<file path="config.mk">
export PLATFORM = sky130hd
export DESIGN_NAME = fiaps_top
export DESIGN_NICKNAME = d
export VERILOG_FILES = /design/src/fiaps_pkg.sv /design/src/fiaps_top.sv
export SDC_FILE = /design/constraint.sdc
export NUM_CORES = 1
export LEC_CHECK = 0
export BUFFER_PORTS_ARGS = -buffer_cell sky130_fd_sc_hd__buf_2
export CORE_UTILIZATION = 45
export DETAILED_ROUTE_END_ITERATION = 8
export SLEW_MARGIN = 30
export SYNTH_ARGS = -nofsm -noshare
export SYNTH_HDL_FRONTEND = slang
export SYNTH_SLANG_ARGS = --single-unit
</file>
<file path="constraint.sdc">
create_clock -name clock_i -period 2.75 [get_ports clock_i]
set_clock_uncertainty 0.05 [all_clocks]
set_input_delay 0.4125 -clock clock_i [delete_from_list [all_inputs] [get_ports clock_i]]
set_output_delay 0.4125 -clock clock_i [all_outputs]
set_load 0.01 [all_outputs]
</file>
<file path="src/fiaps_pkg.sv">
// Constants, register map and state encoding of the flash programming sequencer
package fiaps_pkg;
  // Register byte offsets
  localparam logic [7:0] FIAPS_OFF_CTRL = 8'h00;
  localparam logic [7:0] FIAPS_OFF_ADDR = 8'h04;
  localparam logic [7:0] FIAPS_OFF_DATA0 = 8'h08;
  localparam logic [7:0] FIAPS_OFF_DATA1 = 8'h0c;
  localparam logic [7:0] FIAPS_OFF_DATA2 = 8'h10;
  localparam logic [7:0] FIAPS_OFF_DATA3 = 8'h14;
  localparam logic [7:0] FIAPS_OFF_WBUF = 8'h18;

  // Control register field positions
  localparam int FIAPS_CTRL_MODE_LSB = 0;
  localparam int FIAPS_CTRL_PROG_START = 3;
  localparam int FIAPS_CTRL_UNLOCK = 4;
  localparam int FIAPS_CTRL_READ_EN = 5;
  localparam int FIAPS_CTRL_READ_START = 6;
  localparam int FIAPS_CTRL_EW_ENABLED = 7;

  // Operation modes
  localparam logic [2:0] FIAPS_MODE_WRITE = 3'h0;
  localparam logic [2:0] FIAPS_MODE_ERASE = 3'h1;
  localparam logic [2:0] FIAPS_MODE_READ = 3'h3;
  localparam logic [2:0] FIAPS_MODE_UNLOCK = 3'h6;

  // Unlock pattern for data words 1 to 3
  localparam logic [15:0] FIAPS_KEY1 = 16'h0400;
  localparam logic [15:0] FIAPS_KEY2 = 16'h090d;
  localparam logic [15:0] FIAPS_KEY3 = 16'h40c3;

  // Reset values
  localparam logic [7:0] FIAPS_CTRL_RST = 8'h00;
  localparam logic [15:0] FIAPS_WORD_RST = 16'h0000;

  // Timing
  localparam int FIAPS_CLK_PERIOD_NS = 40;
  localparam int FIAPS_PROG_TIME_NS = 2200000;
  localparam int FIAPS_PROG_CYCLES = (FIAPS_PROG_TIME_NS + FIAPS_CLK_PERIOD_NS - 1) / FIAPS_CLK_PERIOD_NS;
  localparam int FIAPS_READ_INSTR = 3;
  localparam int FIAPS_CLK_PER_INSTR = 1;
  localparam int FIAPS_READ_CYCLES = FIAPS_READ_INSTR * FIAPS_CLK_PER_INSTR;
  localparam int FIAPS_UNLOCK_CYCLES = 1024;
  localparam int FIAPS_WORDS_PER_UNIT = 4;

  typedef enum logic [1:0] {
    FIAPS_IDLE = 2'b00,
    FIAPS_ERASE = 2'b01,
    FIAPS_WRITE = 2'b10,
    FIAPS_READ = 2'b11
  } fiaps_state_t;
endpackage

</file>
<file path="src/fiaps_top.sv">
// Flash in-application programming sequencer with APB register access
`timescale 1ns/1ps
module fiaps_top
  import fiaps_pkg::*;
#(
  parameter int PROG_CYCLES = FIAPS_PROG_CYCLES,
  parameter int UNLOCK_CYCLES = FIAPS_UNLOCK_CYCLES,
  parameter int READ_CYCLES = FIAPS_READ_CYCLES
) (
  input wire logic clock_i,
  input wire logic resetn_i,
  input wire logic psel_i,
  input wire logic penable_i,
  input wire logic pwrite_i,
  input wire logic [7:0] paddr_i,
  input wire logic [31:0] pwdata_i,
  input wire logic [3:0] pstrb_i,
  output logic [31:0] prdata_o,
  output logic pready_o,
  output logic pslverr_o,
  input wire logic [15:0] flash_rdata_i,
  output logic [11:0] flash_addr_o,
  output logic [15:0] flash_wdata_o,
  output logic flash_we_o,
  output logic flash_erase_o,
  output logic flash_re_o,
  output logic cpu_stall_o
);
  localparam int CW = $clog2(PROG_CYCLES + 1);
  localparam int UW = $clog2(UNLOCK_CYCLES + 1);

  if (PROG_CYCLES < FIAPS_WORDS_PER_UNIT + 1 || READ_CYCLES < 2 || UNLOCK_CYCLES < 1 ||
      READ_CYCLES > PROG_CYCLES) begin : gen_bad_params
    $error("fiaps_top: unsupported parameter values");
  end

  logic [2:0] operation_mode_field;
  logic program_start_bit;
  logic protect_unlock_bit;
  logic read_enable_bit;
  logic read_start_bit;
  logic erase_write_enabled_flag;
  logic [15:0] flash_addr;
  logic [15:0] data_word [0:3];
  logic [15:0] write_buffer;
  fiaps_state_t state;
  logic [CW-1:0] op_cnt;
  logic [UW-1:0] unlock_cnt;
  logic [11:0] op_addr;

  logic access;
  logic wr_hit;
  logic rd_phase;
  logic busy;
  logic [7:0] ctrl_rd;
  logic op_done;
  logic unlock_expire;
  logic key_ok;
  logic start_prog;
  logic start_read;

  function automatic logic [15:0] merge16(input logic [15:0] old, input logic [31:0] wd, input logic [3:0] st);
    merge16 = {st[1] ? wd[15:8] : old[15:8], st[0] ? wd[7:0] : old[7:0]};
  endfunction

  function automatic logic is_mapped(input logic [7:0] a);
    is_mapped = (a == FIAPS_OFF_CTRL) || (a == FIAPS_OFF_ADDR) || (a == FIAPS_OFF_DATA0) ||
                (a == FIAPS_OFF_DATA1) || (a == FIAPS_OFF_DATA2) || (a == FIAPS_OFF_DATA3) ||
                (a == FIAPS_OFF_WBUF);
  endfunction

  // APB: one wait state, answer registered
  assign access = psel_i && penable_i && pready_o;
  assign wr_hit = access && pwrite_i && !pslverr_o;
  assign rd_phase = psel_i && penable_i && !pready_o;
  assign busy = state != FIAPS_IDLE;
  assign ctrl_rd = {erase_write_enabled_flag, read_start_bit, read_enable_bit, protect_unlock_bit,
                    program_start_bit, operation_mode_field};

  assign start_prog = wr_hit && paddr_i == FIAPS_OFF_CTRL && pstrb_i[0] && !busy &&
                      pwdata_i[FIAPS_CTRL_PROG_START] && erase_write_enabled_flag &&
                      (pwdata_i[2:0] == FIAPS_MODE_ERASE || pwdata_i[2:0] == FIAPS_MODE_WRITE);
  assign start_read = wr_hit && paddr_i == FIAPS_OFF_CTRL && pstrb_i[0] && !busy &&
                      pwdata_i[FIAPS_CTRL_READ_START] && pwdata_i[FIAPS_CTRL_READ_EN] &&
                      pwdata_i[2:0] == FIAPS_MODE_READ;
  assign op_done = (state == FIAPS_READ) ? (op_cnt == CW'(READ_CYCLES - 1)) :
                   (busy && op_cnt == CW'(PROG_CYCLES - 1));
  assign unlock_expire = protect_unlock_bit && unlock_cnt == UW'(UNLOCK_CYCLES - 1);
  assign key_ok = protect_unlock_bit && operation_mode_field == FIAPS_MODE_UNLOCK &&
                  data_word[1] == FIAPS_KEY1 && data_word[2] == FIAPS_KEY2 &&
                  data_word[3] == FIAPS_KEY3;

  always_ff @(posedge clock_i) begin
    if (!resetn_i) begin
      pready_o <= 1'b0;
      pslverr_o <= 1'b0;
      prdata_o <= 32'h0000_0000;
    end else begin
      pready_o <= rd_phase;
      pslverr_o <= rd_phase && !is_mapped(paddr_i);
      if (rd_phase && !pwrite_i) begin
        case (paddr_i)
          FIAPS_OFF_CTRL: prdata_o <= {24'h00_0000, ctrl_rd};
          FIAPS_OFF_ADDR: prdata_o <= {16'h0000, flash_addr};
          FIAPS_OFF_DATA0: prdata_o <= {16'h0000, data_word[0]};
          FIAPS_OFF_DATA1: prdata_o <= {16'h0000, data_word[1]};
          FIAPS_OFF_DATA2: prdata_o <= {16'h0000, data_word[2]};
          FIAPS_OFF_DATA3: prdata_o <= {16'h0000, data_word[3]};
          FIAPS_OFF_WBUF: prdata_o <= {16'h0000, write_buffer};
          default: prdata_o <= 32'h0000_0000;
        endcase
      end else begin
        prdata_o <= 32'h0000_0000;
      end
    end
  end

  // Mode field and read enable; frozen while busy
  always_ff @(posedge clock_i) begin
    if (!resetn_i) begin
      operation_mode_field <= FIAPS_CTRL_RST[2:0];
      read_enable_bit <= 1'b0;
    end else if (wr_hit && paddr_i == FIAPS_OFF_CTRL && pstrb_i[0] && !busy) begin
      operation_mode_field <= pwdata_i[2:0];
      read_enable_bit <= pwdata_i[FIAPS_CTRL_READ_EN];
    end
  end

  // Start bits: set by accepted request, cleared at completion
  always_ff @(posedge clock_i) begin
    if (!resetn_i) begin
      program_start_bit <= 1'b0;
      read_start_bit <= 1'b0;
    end else begin
      if (start_prog) begin
        program_start_bit <= 1'b1;
      end else if (op_done && state != FIAPS_READ) begin
        program_start_bit <= 1'b0;
      end
      if (start_read) begin
        read_start_bit <= 1'b1;
      end else if (op_done && state == FIAPS_READ) begin
        read_start_bit <= 1'b0;
      end
    end
  end

  // Unlock bit, its timer and the enabled flag
  always_ff @(posedge clock_i) begin
    if (!resetn_i) begin
      protect_unlock_bit <= 1'b0;
      unlock_cnt <= '0;
      erase_write_enabled_flag <= 1'b0;
    end else begin
      if (protect_unlock_bit) begin
        unlock_cnt <= unlock_cnt + UW'(1);
      end else begin
        unlock_cnt <= '0;
      end
      if (unlock_expire || key_ok) begin
        protect_unlock_bit <= 1'b0;
      end else if (wr_hit && paddr_i == FIAPS_OFF_CTRL && pstrb_i[0] && !busy &&
                   pwdata_i[FIAPS_CTRL_UNLOCK] && pwdata_i[2:0] == FIAPS_MODE_UNLOCK) begin
        protect_unlock_bit <= 1'b1;
      end
      if (key_ok) begin
        erase_write_enabled_flag <= 1'b1;
      end else if (wr_hit && paddr_i == FIAPS_OFF_CTRL && pstrb_i[0] && !pwdata_i[FIAPS_CTRL_EW_ENABLED]) begin
        erase_write_enabled_flag <= 1'b0;
      end
    end
  end

  // Address pair with auto increment on data word 0 high byte
  always_ff @(posedge clock_i) begin
    if (!resetn_i) begin
      flash_addr <= FIAPS_WORD_RST;
    end else if (wr_hit && paddr_i == FIAPS_OFF_ADDR) begin
      flash_addr <= merge16(flash_addr, pwdata_i, pstrb_i);
    end else if (wr_hit && paddr_i == FIAPS_OFF_DATA0 && pstrb_i[1]) begin
      flash_addr <= flash_addr + 16'h0001;
    end
  end

  always_ff @(posedge clock_i) begin
    if (!resetn_i) begin
      write_buffer <= FIAPS_WORD_RST;
    end else if (wr_hit && paddr_i == FIAPS_OFF_DATA0 && pstrb_i[1]) begin
      write_buffer <= merge16(data_word[0], pwdata_i, pstrb_i);
    end
  end

  // Data words; word 0 also receives read results
  always_ff @(posedge clock_i) begin
    if (!resetn_i) begin
      for (int i = 0; i < 4; i++) begin
        data_word[i] <= FIAPS_WORD_RST;
      end
    end else begin
      for (int i = 0; i < 4; i++) begin
        if (wr_hit && paddr_i == FIAPS_OFF_DATA0 + 8'(4 * i)) begin
          data_word[i] <= merge16(data_word[i], pwdata_i, pstrb_i);
        end
      end
      if (state == FIAPS_READ && op_done) begin
        data_word[0] <= flash_rdata_i;
      end
    end
  end

  // Operation sequencer
  always_ff @(posedge clock_i) begin
    if (!resetn_i) begin
      state <= FIAPS_IDLE;
      op_cnt <= '0;
      op_addr <= 12'h000;
    end else begin
      case (state)
        FIAPS_IDLE: begin
          op_cnt <= '0;
          op_addr <= flash_addr[11:0];
          if (start_read) begin
            state <= FIAPS_READ;
          end else if (start_prog && pwdata_i[2:0] == FIAPS_MODE_ERASE) begin
            state <= FIAPS_ERASE;
          end else if (start_prog) begin
            state <= FIAPS_WRITE;
          end
        end
        FIAPS_ERASE, FIAPS_WRITE, FIAPS_READ: begin
          if (op_done) begin
            state <= FIAPS_IDLE;
            op_cnt <= '0;
          end else begin
            op_cnt <= op_cnt + CW'(1);
          end
        end
        default: begin
          state <= FIAPS_IDLE;
        end
      endcase
    end
  end

  // Flash array strobes
  always_ff @(posedge clock_i) begin
    if (!resetn_i) begin
      flash_addr_o <= 12'h000;
      flash_wdata_o <= 16'h0000;
      flash_we_o <= 1'b0;
      flash_erase_o <= 1'b0;
      flash_re_o <= 1'b0;
    end else begin
      flash_we_o <= 1'b0;
      flash_erase_o <= 1'b0;
      flash_re_o <= 1'b0;
      case (state)
        FIAPS_ERASE: begin
          if (op_cnt == '0) begin
            flash_erase_o <= 1'b1;
            flash_addr_o <= {op_addr[11:8], 8'h00};
          end
        end
        FIAPS_WRITE: begin
          if (op_cnt < CW'(FIAPS_WORDS_PER_UNIT)) begin
            flash_we_o <= 1'b1;
            flash_addr_o <= {op_addr[11:2], op_cnt[1:0]};
            flash_wdata_o <= (op_cnt == '0) ? write_buffer : data_word[op_cnt[1:0]];
          end
        end
        FIAPS_READ: begin
          if (op_cnt == '0) begin
            flash_re_o <= 1'b1;
            flash_addr_o <= op_addr;
          end
        end
        default: begin
        end
      endcase
    end
  end

  always_ff @(posedge clock_i) begin
    if (!resetn_i) begin
      cpu_stall_o <= 1'b0;
    end else begin
      cpu_stall_o <= (busy && !op_done) || start_prog || start_read;
    end
  end
endmodule

</file>
==> impl_metrics.tcl, run 1 <==
set metrics [dict create \
    syn_to_final_growth_pct 12.40 \
    wl_um 26750 \
    pin_count 131 \
    cts_tree "built" \
    drt_iter0_markers 740 \
    yosysWarningCount 0 \
    vias 7800 \
    synth_mux_area_frac 0.06310 \
    syn_inst 988 \
    synth-simple-area-share 0.2276 \
    start_kind "flop" \
    rsz0062_at_grt "false" \
    grt_pass1_vias 7246 \
    critPathRequiredTime_ns 2.85 \
    drt-pass1-iter-count 7 \
    outcome "finished clean" \
    grt_use_total 0.2478 \
    cts_sinks 195 \
    synth_compound_area_frac 0.1606 \
    postCtsSetupBuffers 0 \
    min_period_ns 2.232 \
    clock_latency_ns 0.44 \
    ant_nets 0 \
    htreeDepth 4 \
    die_w_um 148.6 \
    crit_path_max_fanout 10 \
    finalSetupViolations 0 \
    cp-end-kind "flop" \
    layout.area.seq_sq_um 4544 \
    viasPerCell 5.778 \
    synth-edff-count 64 \
    power_density_nw_per_um2 537.0 \
    antenna_found_initial 0 \
    finalCritPeriodShare 0.8115 \
    netlist-cell-type-count 68 \
    core_area_sq_um 21020 \
    crit_arrival_ns 2.33 \
    grt_pass1_wl_um 41350 \
    finalWeightedCongestion 0.9097 \
    relSlewSlack 0.3819 \
    clkTransAtPathRegs_ns 0.07 \
    finalPower_uw 5841 \
    drt_drc_violations_left 0 \
    synth_ff_type "dfxtp_1" \
    grt_max_degree 54 \
    synthAdderAreaFrac 0.006465 \
    multi_input_area_sq_um 4664 \
    cap_violations 0 \
    cts_resized 0 \
    cts.path.max_buffers 2 \
    tightest_slew_ns 0.9238 \
    p_leak_uw 0.003859 \
    drv_slew 0 \
    final_cell_mix "131 x dfxtp_1, 129 x nand2_1, 96 x buf_2" \
    final_common_cell "dfxtp_1" \
    holdBufCountCts 0 \
    numCtsBuffers 17 \
    nets 1132 \
    synth_top_family_by_area "simple AND/OR/NAND/NOR gates" \
    hold_viol 0 \
    io_buffers 96 \
    vdd_drop_max_mv 0.3066 \
    synthArstFlopShare 0 \
    n_fill_cell 1984 \
    root_buffer "clkbuf_16" \
    dp.final_hpwl_um 19780 \
    fmax_mhz 448.1 \
    ys_ff_latch 195 \
    drive_gt1_frac 0.1833 \
    rows 53 \
    initial_core_util 0.4603 \
    syn_avg_cell_area_sq_um 9.794 \
    finalSetupTns_ns 0 \
    min_path_type "input pin to flop" \
    grt_overflow 0 \
    yosysSeqAreaShare 0.4696 \
    syn_area_sq_um 9677 \
    avgRoutedWirePerCell_um 19.82 \
    die_y_um 148.6 \
    path_class "flop to flop" \
    die_area_sq_um 22090 \
    r2r_slack_ns 0.52 \
    synth_xor_area_frac 0.01810 \
    insertedDiodeCount 0 \
]
## cells in the mapped netlist (16+ instances only)
| master | count | area share |
|---|---|---|
| buf_2 | 22 | 0.011 |
| clkbuf_1 | 26 | 0.010 |
| dfxtp_1 | 131 | 0.27 |
| edfxtp_1 | 64 | 0.20 |
| a21boi_0 | 28 | 0.022 |
| buf_4 | 28 | 0.022 |
| nand3_1 | 51 | 0.026 |
| nor2_1 | 55 | 0.021 |
| o21ai_0 | 51 | 0.026 |
| a31oi_1 | 27 | 0.017 |
| and2_1 | 63 | 0.041 |
| mux4_2 | 16 | 0.037 |
| a21oi_1 | 25 | 0.013 |
| nand2_1 | 129 | 0.050 |
| a21boi_1 | 21 | 0.016 |
| a222oi_1 | 16 | 0.017 |
| mux2i_1 | 16 | 0.017 |
| a22oi_1 | 24 | 0.019 |
## per-stage QoR
| stage | setup WS [ns] | instance area (sq um) | utilization | hold WS, ns | std cells |
|---|---|---|---|---|---|
| final | 0.5183 | 10880 | 0.5174 | 0.2015 | 1350 |
| after global routing | 0.3134 | 10880 | 0.5174 | 0.2099 | 1350 |
| after CTS | 0.5279 | 10880 | 0.5174 | 0.1891 | 1350 |
| after detailed placement | 0.2620 | 10270 | 0.4885 | 0.3909 | 1318 |
| after global placement | 0.3128 | 10270 | 0.4885 | 0.3787 | 1318 |
| after floorplan | 0.3825 | 9733 | - | 0.3675 | 1003 |
## cell type report
cell class              instances  share of cell area
multi-input cells             718              0.4288
flip-flops and latches        195              0.4178
repair buffers                125             0.06419
clock buffers                  22             0.04463
well taps                     275             0.03163
clock inverters                10             0.01116
inverters                       5            0.001726
## worst paths after layout
check | startpoint | end | depth (start not counted)
max reg2reg | pready_o | data_word[0][4] | 5
min | flash_rdata_i[14] | data_word[0][14] | 3
min reg2reg | unlock_cnt[0] | unlock_cnt[0] | 1
max | pready_o | data_word[0][4] | 5
## sequential cells by signal, summed over array words and instances (netlist names), 2 cells and up
signal / flops
flash_addr_o: 12
state: 2
data_word: 64
op_cnt: 16
write_buffer: 16
flash_addr: 16
op_addr: 12
unlock_cnt: 11
operation_mode_field: 3
flash_wdata_o: 16
prdata_o: 16
## report_power, final
group,total (uW),leakage (uW),internal [uW],switching [uW]
logic,229,0.00184,83.6,146
registers,3030,0.00172,3000,33.1
clock network,2580,0.000301,1450,1130
total,5840,0.00386,4540,1300
## worst max-delay path, stage by stage (launching register included)
cell      delay (ns)
dfxtp_1         0.38
nor2b_1         0.25
and2_1          0.46
and2_1          0.42
nand2b_1        0.18
buf_4           0.20
## layer usage
layer	global-route usage	up-vias	wire (um)
met1	0.3677	3685	12680
met4	0.08918	0	719
met2	0.3582	341	11400
met5	0	-	0
li1	-	3727	-
met3	0.04325	47	1956
## kinds of logic after synthesis
logic type,after synthesis
XOR/XNOR,20
other,1
AND/OR/NAND/NOR,410
adder cells (fa/ha/maj),5
buffers and inverters,90
AO/OA/AOI/OAI,227
multiplexers,40
flip-flops,195
Note: power is estimated with default switching activity, not from simulation.
==> inputs of run 2 (changes only) <==
--- a/config.mk
+++ b/config.mk
@@ -5,9 +5,11 @@
 export SDC_FILE = /design/constraint.sdc
 export NUM_CORES = 1
 export LEC_CHECK = 0
+export ABC_AREA = 1
 export BUFFER_PORTS_ARGS = -buffer_cell sky130_fd_sc_hd__buf_2
 export CORE_UTILIZATION = 45
 export DETAILED_ROUTE_END_ITERATION = 8
+export PLACE_DENSITY = 0.67
 export SLEW_MARGIN = 30
 export SYNTH_ARGS = -nofsm -noshare
 export SYNTH_HDL_FRONTEND = slang
==> constraint.sdc (replaced) <==
create_clock -name clock_i -period 1.8 [get_ports clock_i]
set_clock_uncertainty 0.05 [all_clocks]
set_input_delay 0.27 -clock clock_i [delete_from_list [all_inputs] [get_ports clock_i]]
set_output_delay 0.27 -clock clock_i [all_outputs]
set_load 0.01 [all_outputs]
==> impl_metrics.tcl, run 2 <==
set metrics [dict create \
    outcome "finished clean" \
    critPathRequiredTime_ns 2.12 \
    r2r_slack_ns 0.08 \
    dp.final_hpwl_um 22030 \
    netlist-cell-type-count 46 \
    drt_drc_violations_left 0 \
    grt_overflow 0 \
    initial_core_util 0.4628 \
    final_cell_mix "207 x nand2_1, 154 x inv_1, 146 x nor2_1" \
    pin_count 131 \
    setup_ws_ns 0.07868 \
    min_path_type "input pin to flop" \
    finalSetupViolations 0 \
    ant_nets 0 \
    crit_arrival_ns 2.04 \
    drv_slew 0 \
    cts_tree "built" \
    synth-edff-count 64 \
    largest_register_ffs 64 \
    cp-end-kind "flop" \
    yosys-top-cells-area "dfxtp_1 27%, edfxtp_1 20%, nand2_1 7.9%" \
    vias 9368 \
    top_register "data_word" \
    htreeDepth 4 \
    grt_max_degree 48 \
    die_y_um 149.5 \
    finalWeightedCongestion 0.9226 \
    pre_cts_ws_ns -0.1498 \
    numCtsBuffers 17 \
    grt_use_total 0.2729 \
    cap_violations 0 \
    synth_most_common_cell "nand2_1" \
    syn_inst 1291 \
    syn_to_final_growth_pct 19.36 \
    rsz0062_at_grt "true" \
    hold_viol 0 \
    drt_iter0_markers 869 \
    antenna_found_initial 0 \
    yosysWarningCount 0 \
    cts_sinks 195 \
    core_area_sq_um 21150 \
    relSlewSlack 0.6267 \
    final_common_cell "nand2_1" \
    nets 1496 \
    crit_end "write_buffer[1]" \
    reg2reg_from "pready_o" \
    crit_path_max_incr_delay_ns 0.34 \
    viasPerCell 5.466 \
    p_leak_uw 0.004922 \
    rows 53 \
    die_w_um 149.5 \
    tightest_slew_ns 0.5600 \
    synth_ff_type "dfxtp_1" \
    min_period_ns 1.721 \
    synthArstFlopShare 0 \
    clock_latency_ns 0.44 \
    critPathSlowestCell "dfxtp_1" \
    start_kind "flop" \
    fmax_mhz 581.0 \
    yosysTopAreaCell "dfxtp_1" \
    reg2reg_to "write_buffer[1]" \
    io_buffers 96 \
    syn_area_sq_um 9789 \
    holdBufCountCts 0 \
    wl_um 29890 \
    drt-pass1-iter-count 6 \
    die_area_sq_um 22350 \
    ys_ff_latch 195 \
    synth_top_area_share 0.2679 \
    avgRoutedWirePerCell_um 17.44 \
    finalCritPeriodShare 0.9563 \
    grt_pass1_wl_um 46240 \
    vdd_drop_max_mv 0.6401 \
    insertedDiodeCount 0 \
    grt_pass1_vias 8390 \
    path_class "flop to flop" \
    clkTransAtPathRegs_ns 0.07 \
    n_fill_cell 2007 \
    finalSetupTns_ns 0 \
    yosysSeqAreaShare 0.4642 \
    crit_path_max_fanout 28 \
    rr_worst_depth 8 \
    power_density_nw_per_um2 792.4 \
    syn_avg_cell_area_sq_um 7.583 \
    critical_path.startpoint "pready_o" \
    drive_gt1_frac 0.1786 \
    finalPower_uw 9259 \
    root_buffer "clkbuf_16" \
    synthTopCellsByCount "207 x nand2_1, 155 x inv_1, 152 x nor2_1" \
    whs_ns 0.09867 \
    worstPathCellList "inv_1, nor2_1, nand2_1, nor2_2, nand2_2, buf_12, or2_2, a21oi_1" \
    cts.path.max_buffers 2 \
]
-- run 2: changes by cell type after synthesis, moves of 21 or more --
cell      change
a21boi_0     -28
a21boi_1     -21
a21oi_1      +78
a22oi_1      -24
and2_1       -62
inv_1       +150
nand2_1      +78
nor2_1       +97
nor3_1       +21
o21ai_0      +81
o22ai_1      +24
-- run 2: cell families (layout without fill, tap and decap cells) --
| group | count (synthesis) | after routing | synth area share |
|---|---|---|---|
| buffers and inverters | 236 | 369 | 0.1037 |
| AOI/OAI and AO/OA | 308 | 308 | 0.1719 |
| and+or+nand+nor | 534 | 534 | 0.2427 |
| adders and majority gates | 5 | 5 | 0.006391 |
| DFF | 195 | 195 | 0.4642 |
| other | 1 | 16 | 0.0003831 |
| xor gates and xnor gates | 12 | 12 | 0.01074 |
-- run 2: critical path: cells and delay by family, from the launching register on --
kind | cells | cell delay, ns
AND/OR/NAND/NOR | 5 | 0.90
AO/OA/AOI/OAI | 1 | 0.13
buffers and inverters | 2 | 0.23
flip-flops | 1 | 0.34
-- run 2: repair_timing --
action	CTS	global route
buffers inserted	0	6
gates resized for setup	1	19
pin swaps	0	5
setup endpoints to repair	1	60
-- run 2: worst min-delay path by stage --
stage	end	from	cells past startpoint	slack, ns
after detailed placement	unlock_cnt[0]	unlock_cnt[0]	1	0.39
after global placement	unlock_cnt[0]	unlock_cnt[0]	1	0.38
after CTS	read_enable_bit	pwdata_i[5]	3	0.09
after floorplan	unlock_cnt[0]	unlock_cnt[0]	1	0.37
final	read_enable_bit	pwdata_i[5]	3	0.1
after global routing	read_enable_bit	pwdata_i[5]	3	0.11
-- run 2: per-layer routing --
layer	global-route usage	up-vias	routed length (um)
li1	-	4547	-
met5	0	-	0
met2	0.4088	453	13030
met4	0.1036	0	858
met3	0.05274	66	2868
met1	0.3868	4302	13130
-- run 2: layout make-up --
cell class | count | area [sq um] | area share
Timing Repair Buffer | 174 | 1231 | 0.1054
Tap cell | 275 | 344.1 | 0.02945
Inverter | 163 | 619.3 | 0.05300
Multi-Input combinational cell | 875 | 4370 | 0.3740
Sequential cell | 195 | 4549 | 0.3893
Clock buffer | 21 | 481.7 | 0.04122
Clock inverter | 11 | 88.84 | 0.007602
-- run 2: report_power, final --
group / leakage [uW] / switching, uW / total [uW] / internal, uW
clock: 0.000288 / 1730 / 3730 / 2000
sequential: 0.00172 / 78.6 / 4730 / 4650
combinational: 0.00291 / 518 / 798 / 280
-- run 2: through the flow --
stage / instance area [sq um] / cells / utilization
CTS: 11560 / 1708 / 0.5464
finish: 11690 / 1714 / 0.5524
floorplan: 9901 / 1306 / -
global route: 11690 / 1714 / 0.5524
global placement: 10990 / 1676 / 0.5193
detailed placement: 10990 / 1676 / 0.5193
